===== config.mk =====
export PLATFORM = sky130hd
export DESIGN_NAME = rwf_filter
export DESIGN_NICKNAME = d
export VERILOG_FILES = /design/src/design/rwf_pkg.sv /design/src/design/rwf_filter.sv
export SDC_FILE = /design/constraint.sdc
export NUM_CORES = 1
export LEC_CHECK = 0
export BUFFER_PORTS_ARGS = -buffer_cell sky130_fd_sc_hd__buf_4
export CAP_MARGIN = 10
export CELL_PAD_IN_SITES_DETAIL_PLACEMENT = 1
export CELL_PAD_IN_SITES_GLOBAL_PLACEMENT = 1
export CORE_MARGIN = 8
export CORE_UTILIZATION = 42
export CTS_BUF_LIST = sky130_fd_sc_hd__clkbuf_2
export DETAILED_ROUTE_END_ITERATION = 16
export PLACE_DENSITY = 0.82
export SLEW_MARGIN = 20
export SYNTH_ARGS = -nofsm -noshare
export SYNTH_HDL_FRONTEND = slang
export SYNTH_SLANG_ARGS = --single-unit
export TNS_END_PERCENT = 10

===== constraint.sdc =====
create_clock -name sys_clk_i -period 4.57 [get_ports sys_clk_i]
set_input_delay 1.371 -clock sys_clk_i [delete_from_list [all_inputs] [get_ports sys_clk_i]]
set_output_delay 1.371 -clock sys_clk_i [all_outputs]
set_load 0.02 [all_outputs]

===== src/design/rwf_pkg.sv =====
/*
 * rwf_pkg: shared constants and types of the receive frame filter and wake block.
 * Assumes a 16-bit register view reached through word-aligned APB indices.
 */
package rwf_pkg;

   // ****************************************
   // register indices, byte address is index * 4
   // ****************************************
   localparam logic [9:0] RWF_IDX_CFG = 10'h134;
   localparam logic [9:0] RWF_IDX_STATUS = 10'h135;
   localparam logic [9:0] RWF_IDX_MATCH_LO = 10'h136;
   localparam logic [9:0] RWF_IDX_MATCH_MID = 10'h137;
   localparam logic [9:0] RWF_IDX_MATCH_HI = 10'h138;
   localparam logic [9:0] RWF_IDX_PASS_LO = 10'h139;
   localparam logic [9:0] RWF_IDX_PASS_MID = 10'h13A;
   localparam logic [9:0] RWF_IDX_PASS_HI = 10'h13B;
   localparam logic [9:0] RWF_IDX_IRQ_STAT = 10'h150;
   localparam logic [9:0] RWF_IDX_IRQ_MASK = 10'h151;

   // ****************************************
   // field positions
   // ****************************************
   localparam int RWF_CFG_CLEAN = 11;
   localparam int RWF_CFG_WIDTH_LSB = 9;
   localparam int RWF_CFG_STYLE = 8;
   localparam int RWF_CFG_FEAT = 7;
   localparam int RWF_CFG_UCAST = 4;
   localparam int RWF_CFG_BCAST = 2;
   localparam int RWF_CFG_PATT = 1;
   localparam int RWF_CFG_MAGIC = 0;
   localparam int RWF_EV_MAGIC = 0;
   localparam int RWF_EV_PATT = 1;
   localparam int RWF_EV_BCAST = 2;
   localparam int RWF_EV_UCAST = 4;
   localparam int RWF_EV_CRC = 6;
   localparam int RWF_EV_SFD = 7;

   // ****************************************
   // reset values and counts
   // ****************************************
   localparam logic [15:0] RWF_CFG_RST = 16'h1000;
   localparam logic [7:0] RWF_STATUS_RST = 8'h00;
   localparam logic [7:0] RWF_MASK_RST = 8'h17;
   localparam logic [6:0] RWF_PULSE_BASE = 7'h08;
   localparam logic [2:0] RWF_SYNC_BYTES = 3'h6;
   localparam logic [2:0] RWF_LAST_COL = 3'h5;
   localparam logic [3:0] RWF_LAST_REP = 4'hF;
   localparam logic [7:0] RWF_BYTE_ONES = 8'hFF;

   typedef enum logic [1:0] {MG_SYNC, MG_ADDR, MG_PASS, MG_DONE} rwf_magic_t;

endpackage : rwf_pkg


===== src/design/rwf_filter.sv =====
/*
 * rwf_filter: receive frame classifier, event status, interrupt and wake output.
 * Assumes a byte stream on sys_clk_i from the receive path, plus pattern and
 * delimiter error pulses from neighbouring logic, and an APB master.
 */
// Implementation choice: register access over APB.
// How it works
// - config bit 8 picks wake output style, 0 pulse, 1 held level.
// - pulse style width is 8, 16, 32 or 64 cycles by bits 10-9.
// - held level drops when software writes 1 to bit 11; bit reads level.
// - unicast wake enable bit 4 raises interrupt per unicast frame.
// - broadcast wake enable bit 2 raises interrupt per broadcast frame.
// - pattern wake enable bit 1 raises interrupt per pattern frame.
// - magic wake enable bit 0 raises interrupt per magic frame.
// - status bit 0 flags magic frame, cleared by status read.
// - status bit 1 flags pattern frame, cleared by status read.
// - status bit 2 flags broadcast frame, cleared by status read.
// - status bit 4 flags unicast frame, cleared by status read.
// - status bit 6 flags bad CRC, bit 7 delimiter error; read clears.
// - destination address compared with 48-bit match from three words.
// - magic frame checks 48-bit password held in three words, unless it is zero.
`timescale 1ns/100ps
module rwf_filter
   import rwf_pkg::*;
(
   input wire logic sys_clk_i,          // 200 MHz clock
   input wire logic nrst_i,             // sync reset, active low
   input wire logic psel_i,             // apb select
   input wire logic penable_i,          // apb enable
   input wire logic pwrite_i,           // apb direction
   input wire logic [11:0] paddr_i,     // apb byte address
   input wire logic [31:0] pwdata_i,    // apb write data
   output logic [31:0] prdata_o,        // apb read data
   output logic pready_o,               // apb ready
   output logic pslverr_o,              // apb error
   input wire logic rx_valid_i,         // byte valid
   input wire logic rx_sof_i,           // first byte of frame
   input wire logic rx_eof_i,           // last byte of frame
   input wire logic [7:0] rx_data_i,    // received byte
   input wire logic rx_crc_err_i,       // crc wrong, with eof
   input wire logic rx_pattern_hit_i,   // pattern matched in frame
   input wire logic rx_delimiter_error_flag_i,       // delimiter error pulse
   output logic irq_o,                  // level interrupt
   output logic wake_o                  // wake indication to gpio
);

   // ****************************************
   // state
   // ****************************************
   logic [15:0] cfg_reg, cfg_next;
   logic [7:0] status_reg, status_next;
   logic [7:0] irq_stat_reg, irq_stat_next;
   logic [7:0] irq_mask_reg, irq_mask_next;
   logic [15:0] match_reg [3];
   logic [15:0] match_next [3];
   logic [15:0] pass_reg [3];
   logic [15:0] pass_next [3];
   logic [31:0] prdata_reg, prdata_next;
   logic err_reg, err_next;
   logic [47:0] da_reg, da_next;
   logic [2:0] da_cnt_reg, da_cnt_next;
   logic patt_reg, patt_next;
   rwf_magic_t mg_state_reg, mg_state_next;
   logic [2:0] mg_ff_reg, mg_ff_next;
   logic [2:0] mg_col_reg, mg_col_next;
   logic [3:0] mg_rep_reg, mg_rep_next;
   logic wake_level_reg, wake_level_next;
   logic [6:0] wake_cnt_reg, wake_cnt_next;
   logic wake_out_reg, wake_out_next;

   logic setup, access, wr_acc;
   logic [9:0] idx;
   logic [47:0] match_val, pass_val;
   logic frame_end, good_end, feat_on;
   logic ucast_hit, bcast_hit, patt_hit, magic_hit, crc_hit, sfd_hit;
   logic [7:0] events, irq_events;
   logic wake_trig, clean_wr, style;
   logic [1:0] width_sel;

   function automatic logic [7:0] pick_byte(input logic [47:0] v, input logic [2:0] col);
      // byte 0 on the wire is the top byte of the value
      logic [7:0] b;
      b = 8'h00;
      unique case (col)
         3'h0: b = v[47:40];
         3'h1: b = v[39:32];
         3'h2: b = v[31:24];
         3'h3: b = v[23:16];
         3'h4: b = v[15:8];
         default: b = v[7:0];
      endcase
      return b;
   endfunction : pick_byte

   assign setup = psel_i & ~penable_i;
   assign access = psel_i & penable_i;
   assign wr_acc = access & pwrite_i;
   assign idx = paddr_i[11:2];
   assign match_val = {match_reg[2], match_reg[1], match_reg[0]};
   assign pass_val = {pass_reg[2], pass_reg[1], pass_reg[0]};
   assign style = cfg_reg[RWF_CFG_STYLE];
   assign width_sel = cfg_reg[RWF_CFG_WIDTH_LSB +: 2];
   assign clean_wr = wr_acc && idx == RWF_IDX_CFG && pwdata_i[RWF_CFG_CLEAN];

   // ****************************************
   // frame classification
   // ****************************************
   // without the feature enable the filter stays silent, except delimiter errors
   assign feat_on = cfg_reg[RWF_CFG_FEAT];
   assign frame_end = rx_valid_i & rx_eof_i & feat_on;
   assign good_end = frame_end & ~rx_crc_err_i;
   assign ucast_hit = good_end && da_next == match_val;
   assign bcast_hit = good_end && da_next == {6{RWF_BYTE_ONES}};
   assign patt_hit = good_end & patt_next;
   assign magic_hit = good_end && mg_state_next == MG_DONE;
   assign crc_hit = frame_end & rx_crc_err_i;
   assign sfd_hit = rx_delimiter_error_flag_i;

   always_comb begin
      events = 8'h00;
      events[RWF_EV_MAGIC] = magic_hit;
      events[RWF_EV_PATT] = patt_hit;
      events[RWF_EV_BCAST] = bcast_hit;
      events[RWF_EV_UCAST] = ucast_hit;
      events[RWF_EV_CRC] = crc_hit;
      events[RWF_EV_SFD] = sfd_hit;
      irq_events = events;
      irq_events[RWF_EV_UCAST] = ucast_hit & cfg_reg[RWF_CFG_UCAST];
      irq_events[RWF_EV_BCAST] = bcast_hit & cfg_reg[RWF_CFG_BCAST];
      irq_events[RWF_EV_PATT] = patt_hit & cfg_reg[RWF_CFG_PATT];
      irq_events[RWF_EV_MAGIC] = magic_hit & cfg_reg[RWF_CFG_MAGIC];
   end

   assign wake_trig = |(irq_events[RWF_EV_UCAST:RWF_EV_MAGIC]);

   // destination capture and pattern memory per frame
   always_comb begin
      da_next = da_reg;
      da_cnt_next = da_cnt_reg;
      patt_next = patt_reg | rx_pattern_hit_i;
      if (rx_valid_i && rx_sof_i) begin
         da_next = {da_reg[39:0], rx_data_i};
         da_cnt_next = 3'h1;
         patt_next = rx_pattern_hit_i;
      end else if (rx_valid_i && da_cnt_reg != RWF_SYNC_BYTES) begin
         da_next = {da_reg[39:0], rx_data_i};
         da_cnt_next = da_cnt_reg + 3'h1;
      end
   end

   // ****************************************
   // magic frame detector
   // ****************************************
   // sync run of ones, sixteen copies of the match value, then the password
   always_comb begin
      rwf_magic_t st;
      logic [2:0] ff;
      logic is_ff;
      st = rx_sof_i ? MG_SYNC : mg_state_reg;
      ff = rx_sof_i ? 3'h0 : mg_ff_reg;
      is_ff = rx_data_i == RWF_BYTE_ONES;
      mg_state_next = mg_state_reg;
      mg_ff_next = mg_ff_reg;
      mg_col_next = mg_col_reg;
      mg_rep_next = mg_rep_reg;
      if (rx_valid_i) begin
         mg_state_next = st;
         mg_ff_next = ff;
         unique case (st)
            MG_SYNC: begin
               if (ff == RWF_SYNC_BYTES && rx_data_i == pick_byte(match_val, 3'h0)) begin
                  mg_state_next = MG_ADDR;
                  mg_col_next = 3'h1;
                  mg_rep_next = 4'h0;
               end else if (is_ff) begin
                  mg_ff_next = (ff == RWF_SYNC_BYTES) ? ff : ff + 3'h1;
               end else begin
                  mg_ff_next = 3'h0;
               end
            end
            MG_ADDR: begin
               if (rx_data_i != pick_byte(match_val, mg_col_reg)) begin
                  mg_state_next = MG_SYNC;
                  mg_ff_next = is_ff ? 3'h1 : 3'h0;
               end else if (mg_col_reg != RWF_LAST_COL) begin
                  mg_col_next = mg_col_reg + 3'h1;
               end else if (mg_rep_reg != RWF_LAST_REP) begin
                  mg_col_next = 3'h0;
                  mg_rep_next = mg_rep_reg + 4'h1;
               end else begin
                  // a zero password means none is demanded
                  mg_col_next = 3'h0;
                  mg_state_next = (pass_val == 48'h0) ? MG_DONE : MG_PASS;
               end
            end
            MG_PASS: begin
               if (rx_data_i != pick_byte(pass_val, mg_col_reg)) begin
                  mg_state_next = MG_SYNC;
                  mg_ff_next = is_ff ? 3'h1 : 3'h0;
               end else if (mg_col_reg != RWF_LAST_COL) begin
                  mg_col_next = mg_col_reg + 3'h1;
               end else begin
                  mg_state_next = MG_DONE;
               end
            end
            MG_DONE: mg_state_next = MG_DONE;
         endcase
      end
   end

   // ****************************************
   // wake output
   // ****************************************
   always_comb begin
      wake_level_next = wake_level_reg;
      wake_cnt_next = wake_cnt_reg;
      if (clean_wr) begin
         wake_level_next = 1'b0;
      end
      if (wake_trig && style) begin
         wake_level_next = 1'b1;
      end
      if (wake_trig && !style) begin
         wake_cnt_next = 7'(RWF_PULSE_BASE << width_sel) - 7'h01;
      end else if (wake_cnt_reg != 7'h00) begin
         wake_cnt_next = wake_cnt_reg - 7'h01;
      end
      if (style) begin
         wake_out_next = wake_level_next;
      end else begin
         wake_out_next = (wake_trig && !style) || wake_cnt_reg != 7'h00;
      end
   end

   // ****************************************
   // register file
   // ****************************************
   always_comb begin
      logic rd_status;
      rd_status = access && !pwrite_i && idx == RWF_IDX_STATUS;
      cfg_next = cfg_reg;
      irq_mask_next = irq_mask_reg;
      match_next = match_reg;
      pass_next = pass_reg;
      prdata_next = prdata_reg;
      err_next = err_reg;
      // clear only what the reader actually saw, new events survive
      status_next = status_reg & ~(rd_status ? prdata_reg[7:0] : 8'h00);
      irq_stat_next = irq_stat_reg;
      if (wr_acc) begin
         unique case (idx)
            RWF_IDX_CFG: cfg_next = pwdata_i[15:0];
            RWF_IDX_MATCH_LO: match_next[0] = pwdata_i[15:0];
            RWF_IDX_MATCH_MID: match_next[1] = pwdata_i[15:0];
            RWF_IDX_MATCH_HI: match_next[2] = pwdata_i[15:0];
            RWF_IDX_PASS_LO: pass_next[0] = pwdata_i[15:0];
            RWF_IDX_PASS_MID: pass_next[1] = pwdata_i[15:0];
            RWF_IDX_PASS_HI: pass_next[2] = pwdata_i[15:0];
            RWF_IDX_IRQ_STAT: irq_stat_next = irq_stat_reg & ~pwdata_i[7:0];
            RWF_IDX_IRQ_MASK: irq_mask_next = pwdata_i[7:0];
            default: ;
         endcase
      end
      cfg_next[RWF_CFG_CLEAN] = 1'b0;
      status_next = status_next | events;
      irq_stat_next = irq_stat_next | irq_events;
      if (setup) begin
         prdata_next = 32'h0000_0000;
         err_next = 1'b0;
         unique case (idx)
            RWF_IDX_CFG: begin
               prdata_next[15:0] = cfg_reg;
               prdata_next[RWF_CFG_CLEAN] = wake_level_reg;
            end
            RWF_IDX_STATUS: prdata_next[7:0] = status_reg;
            RWF_IDX_MATCH_LO: prdata_next[15:0] = match_reg[0];
            RWF_IDX_MATCH_MID: prdata_next[15:0] = match_reg[1];
            RWF_IDX_MATCH_HI: prdata_next[15:0] = match_reg[2];
            RWF_IDX_PASS_LO: prdata_next[15:0] = pass_reg[0];
            RWF_IDX_PASS_MID: prdata_next[15:0] = pass_reg[1];
            RWF_IDX_PASS_HI: prdata_next[15:0] = pass_reg[2];
            RWF_IDX_IRQ_STAT: prdata_next[7:0] = irq_stat_reg;
            RWF_IDX_IRQ_MASK: prdata_next[7:0] = irq_mask_reg;
            default: err_next = 1'b1;
         endcase
      end
   end

   always_ff @(posedge sys_clk_i) begin
      if (!nrst_i) begin
         cfg_reg <= RWF_CFG_RST;
         status_reg <= RWF_STATUS_RST;
         irq_stat_reg <= RWF_STATUS_RST;
         irq_mask_reg <= RWF_MASK_RST;
         match_reg <= '{3{16'h0000}};
         pass_reg <= '{3{16'h0000}};
         prdata_reg <= 32'h0000_0000;
         err_reg <= 1'b0;
         da_reg <= 48'h0000_0000_0000;
         da_cnt_reg <= 3'h0;
         patt_reg <= 1'b0;
         mg_state_reg <= MG_SYNC;
         mg_ff_reg <= 3'h0;
         mg_col_reg <= 3'h0;
         mg_rep_reg <= 4'h0;
         wake_level_reg <= 1'b0;
         wake_cnt_reg <= 7'h00;
         wake_out_reg <= 1'b0;
      end else begin
         cfg_reg <= cfg_next;
         status_reg <= status_next;
         irq_stat_reg <= irq_stat_next;
         irq_mask_reg <= irq_mask_next;
         match_reg <= match_next;
         pass_reg <= pass_next;
         prdata_reg <= prdata_next;
         err_reg <= err_next;
         da_reg <= da_next;
         da_cnt_reg <= da_cnt_next;
         patt_reg <= patt_next;
         mg_state_reg <= mg_state_next;
         mg_ff_reg <= mg_ff_next;
         mg_col_reg <= mg_col_next;
         mg_rep_reg <= mg_rep_next;
         wake_level_reg <= wake_level_next;
         wake_cnt_reg <= wake_cnt_next;
         wake_out_reg <= wake_out_next;
      end
   end

   assign prdata_o = prdata_reg;
   assign pready_o = access;
   assign pslverr_o = access & err_reg;
   assign irq_o = |(irq_stat_reg & irq_mask_reg);
   assign wake_o = wake_out_reg;
endmodule : rwf_filter


==> results.json <==
{
  "die_height_microns": 193,
  "clkTransAtPathRegs_ns": 0.10,
  "clock_latency_ns": 0.95,
  "reg2reg_depth": 20,
  "tns_ns": 0,
  "power.switching_mw": 1.32,
  "combPwrFrac": 0.123,
  "coreArea_sq_um": 30700,
  "grt_overflow": 0,
  "reg2reg_from": "da_cnt_reg[0]",
  "ant_nets": 0,
  "r2r-end": "wake_cnt_reg[6]",
  "dieArea_sq_um": 37100,
  "grt_max_degree": 91,
  "hold_start": "status_reg[5]",
  "start_util": 0.427,
  "synth.avg_cell_area_sq_um": 7.89,
  "finalNetCount": 1841,
  "rows": 64,
  "yosys.area.top_type": "dfxtp_1",
  "final_cell_area_sq_um": 15000,
  "drc": 0,
  "internal_power_mw": 2.94,
  "setup_violations": 0,
  "syn_inst": 1660,
  "drive_gt1_frac": 0.170,
  "peakVddDrop_mv": 0.173,
  "r2r_setup_slack_ns": 0.40,
  "cts_sinks": 225,
  "cts_tree": "done",
  "finalPower_mw": 4.26,
  "synth.area.top_cells": "dfxtp_1 34%, nand2_1 11%, a21boi_0 8.0%",
  "hold_end": "status_reg[5]",
  "cts_root_buffer": "clkbuf_2",
  "period_needed_ns": 4.17,
  "period_share": 0.913,
  "synth_top_area_frac": 0.344,
  "portBuffers": 64,
  "hold_class": "flip-flop to flip-flop",
  "path_max_fanout": 25,
  "routed_wl_mm": 53.9,
  "first_global_vias": 13900,
  "syn2layout_area_growth_pct": 14.6,
  "viasPerCell": 6.22,
  "synth_edf_count": 0,
  "clkPwrFrac": 0.395,
  "crit_path_start_kind": "flip-flop",
  "async_flop_share": 0,
  "tightest_slew_ns": 0.894,
  "cap_violations": 0,
  "dp_hpwl_mm": 39.2,
  "finalHoldViolCount": 0,
  "placed_area_sq_um": 14400,
  "fill_cells": 3808,
  "powerDensity_nw_per_um2": 284,
  "pwr-share-seq": 0.481,
  "yosys.cell_count.top_type": "nand2_1",
  "num_io_pins": 99,
  "synth_area_sq_um": 13100,
  "routabilityCongestion": 0.969,
  "cts_buffers": 66,
  "final.setup_skew_ns": 0.0900,
  "grt.total_usage": 0.289,
  "antenna_found_initial": 1,
  "cp_data_arrival_time_ns": 5.05,
  "seq_area_frac_synth": 0.344,
  "report.final.slew_viol_count": 0,
  "fp.dieW_microns": 193,
  "via_count": 13700,
  "ys_warn_count": 0,
  "end_kind": "flip-flop",
  "h-tree-depth": 3,
  "slew_headroom": 0.404,
  "drt-pass1-iter-count": 6,
  "hold_path_depth": 2,
  "synth_common_cells": "374 x nand2_1, 225 x dfxtp_1, 139 x a21boi_0",
  "drt-wirelength-per-cell_microns": 24.4,
  "ys_seq_elements": 225,
  "leakage_nw": 5.61,
  "clk_path_buf_depth": 3,
  "crit_required_ns": 5.45,
  "drtIter0Drc": 1365,
  "p_sw_frac": 0.309,
  "crit_type": "flip-flop to flip-flop",
  "grt_pass1_wl_mm": 82.6,
  "synth_ff_type": "dfxtp_1",
  "ys_types": 81,
  "fmax_mhz": 240,
  "status": "finished, final reports clean"
}
## power by group through the flow
stage / Combinational (mW) / Clock, mW / Sequential [mW]
after floorplan: 0.334 / 0 / 2.09
after global placement: 0.499 / 0 / 2.09
after detailed placement: 0.519 / 0 / 2.10
after CTS: 0.521 / 1.71 / 2.05
after global routing: 0.570 / 1.81 / 2.06
final: 0.525 / 1.69 / 2.05
## routing by layer
layer,share of wire,global-route usage,up-vias
met2,0.45,0.454,657
met3,0.086,0.0716,177
met1,0.41,0.363,6752
met5,0,0,-
met4,0.049,0.144,0
li1,-,-,6143
## cells by family (layout without fill, tap and decap cells)
logic type / after synthesis / in the layout / share of synthesized area
and+or+nand+nor: 725 / 725 / 0.280
AOI/OAI and AO/OA: 443 / 443 / 0.249
DFF: 225 / 225 / 0.344
buffers and inverters: 180 / 315 / 0.0609
xor gates and xnor gates: 53 / 53 / 0.0354
muxes: 18 / 18 / 0.0164
adders and majority gates: 15 / 15 / 0.0143
other: 1 / 17 / 0.000286
## critical path, stage by stage, from the launching register on
cell and delay [ns]:
dfxtp_1 0.37, inv_1 0.07, ha_1 0.32, and3b_1 0.25, buf_12 0.17, buf_4 0.14, o211ai_1 0.43, xor2_1 0.14
nor4_1 0.25, nand4_1 0.17, or4_1 0.63, nand3_2 0.13, a41oi_2 0.07, o21ai_1 0.19, ha_2 0.24, nand2_2 0.08
nor3_2 0.15, nand3_1 0.11, o21ai_0 0.08, mux2i_1 0.09, nor2b_1 0.10
## worst max path at each step
stage               slack, ns          start              end
finish                   0.40  da_cnt_reg[0]  wake_cnt_reg[6]
global route           -0.007  mg_col_reg[0]  wake_cnt_reg[6]
CTS                      0.36  mg_col_reg[0]  wake_cnt_reg[6]
detailed placement      -0.37       rx_sof_i  wake_cnt_reg[6]
global placement        -0.28       rx_sof_i  wake_cnt_reg[6]
floorplan               -0.06       rx_sof_i  wake_cnt_reg[6]
## placed cells by master, fill, tap and decap left out, types with 7 or more instances in the layout
master      n
buf_12      7
buf_4     164
clkbuf_2   94
a31oi_1    13
o21ai_0    47
ha_1       14
a221oi_1   21
nor4_1     32
conb_1     16
clkinv_1   14
a221o_1     7
o211ai_1   41
a21boi_0  139
a211oi_1    7
dfxtp_1   225
nor2_1     35
nand3_1    32
xnor2_1    11
a22oi_1    37
and2_1     43
a222oi_1   12
a22o_1     10
mux2i_1     8
and3_1     21
inv_1      27
mux2_2      8
nand2b_1   42
o21a_1     12
nand4b_1   40
nor2b_1    20
nand4_1    21
a21oi_1    36
nand2_1   373
nor3_1     17
xor2_1     42
## cell type report
type	instances	area, sq um	share of cell area
multi-input combinational	1270	7890	0.526
timing repair buffer	171	1370	0.0913
antenna	1	2.50	0.000167
sequential	225	4500	0.300
inverter	29	109	0.00725
clock buffer	94	470	0.0313
clock inverter	21	166	0.0111
tap	396	495	0.0330
## through the flow
stage                     setup slack, ns  hold WS [ns]   util  std cells
final                               0.399         0.456  0.490       2207
after global routing             -0.00693         0.483  0.490       2207
after CTS                           0.355         0.460  0.489       2205
after detailed placement           -0.367         0.446  0.468       2090
after global placement             -0.282         0.433  0.468       2090
after floorplan                   -0.0618         0.411      -       1675
## repair_timing
item | 4_1_cts | 5_1_grt
resized for setup | 0 | 5
endpoints found under the setup margin | 0 | 1
buffers inserted | 0 | 1
hold buffers | 0 | 0
No activity file was read; power rests on OpenSTA's default activity.
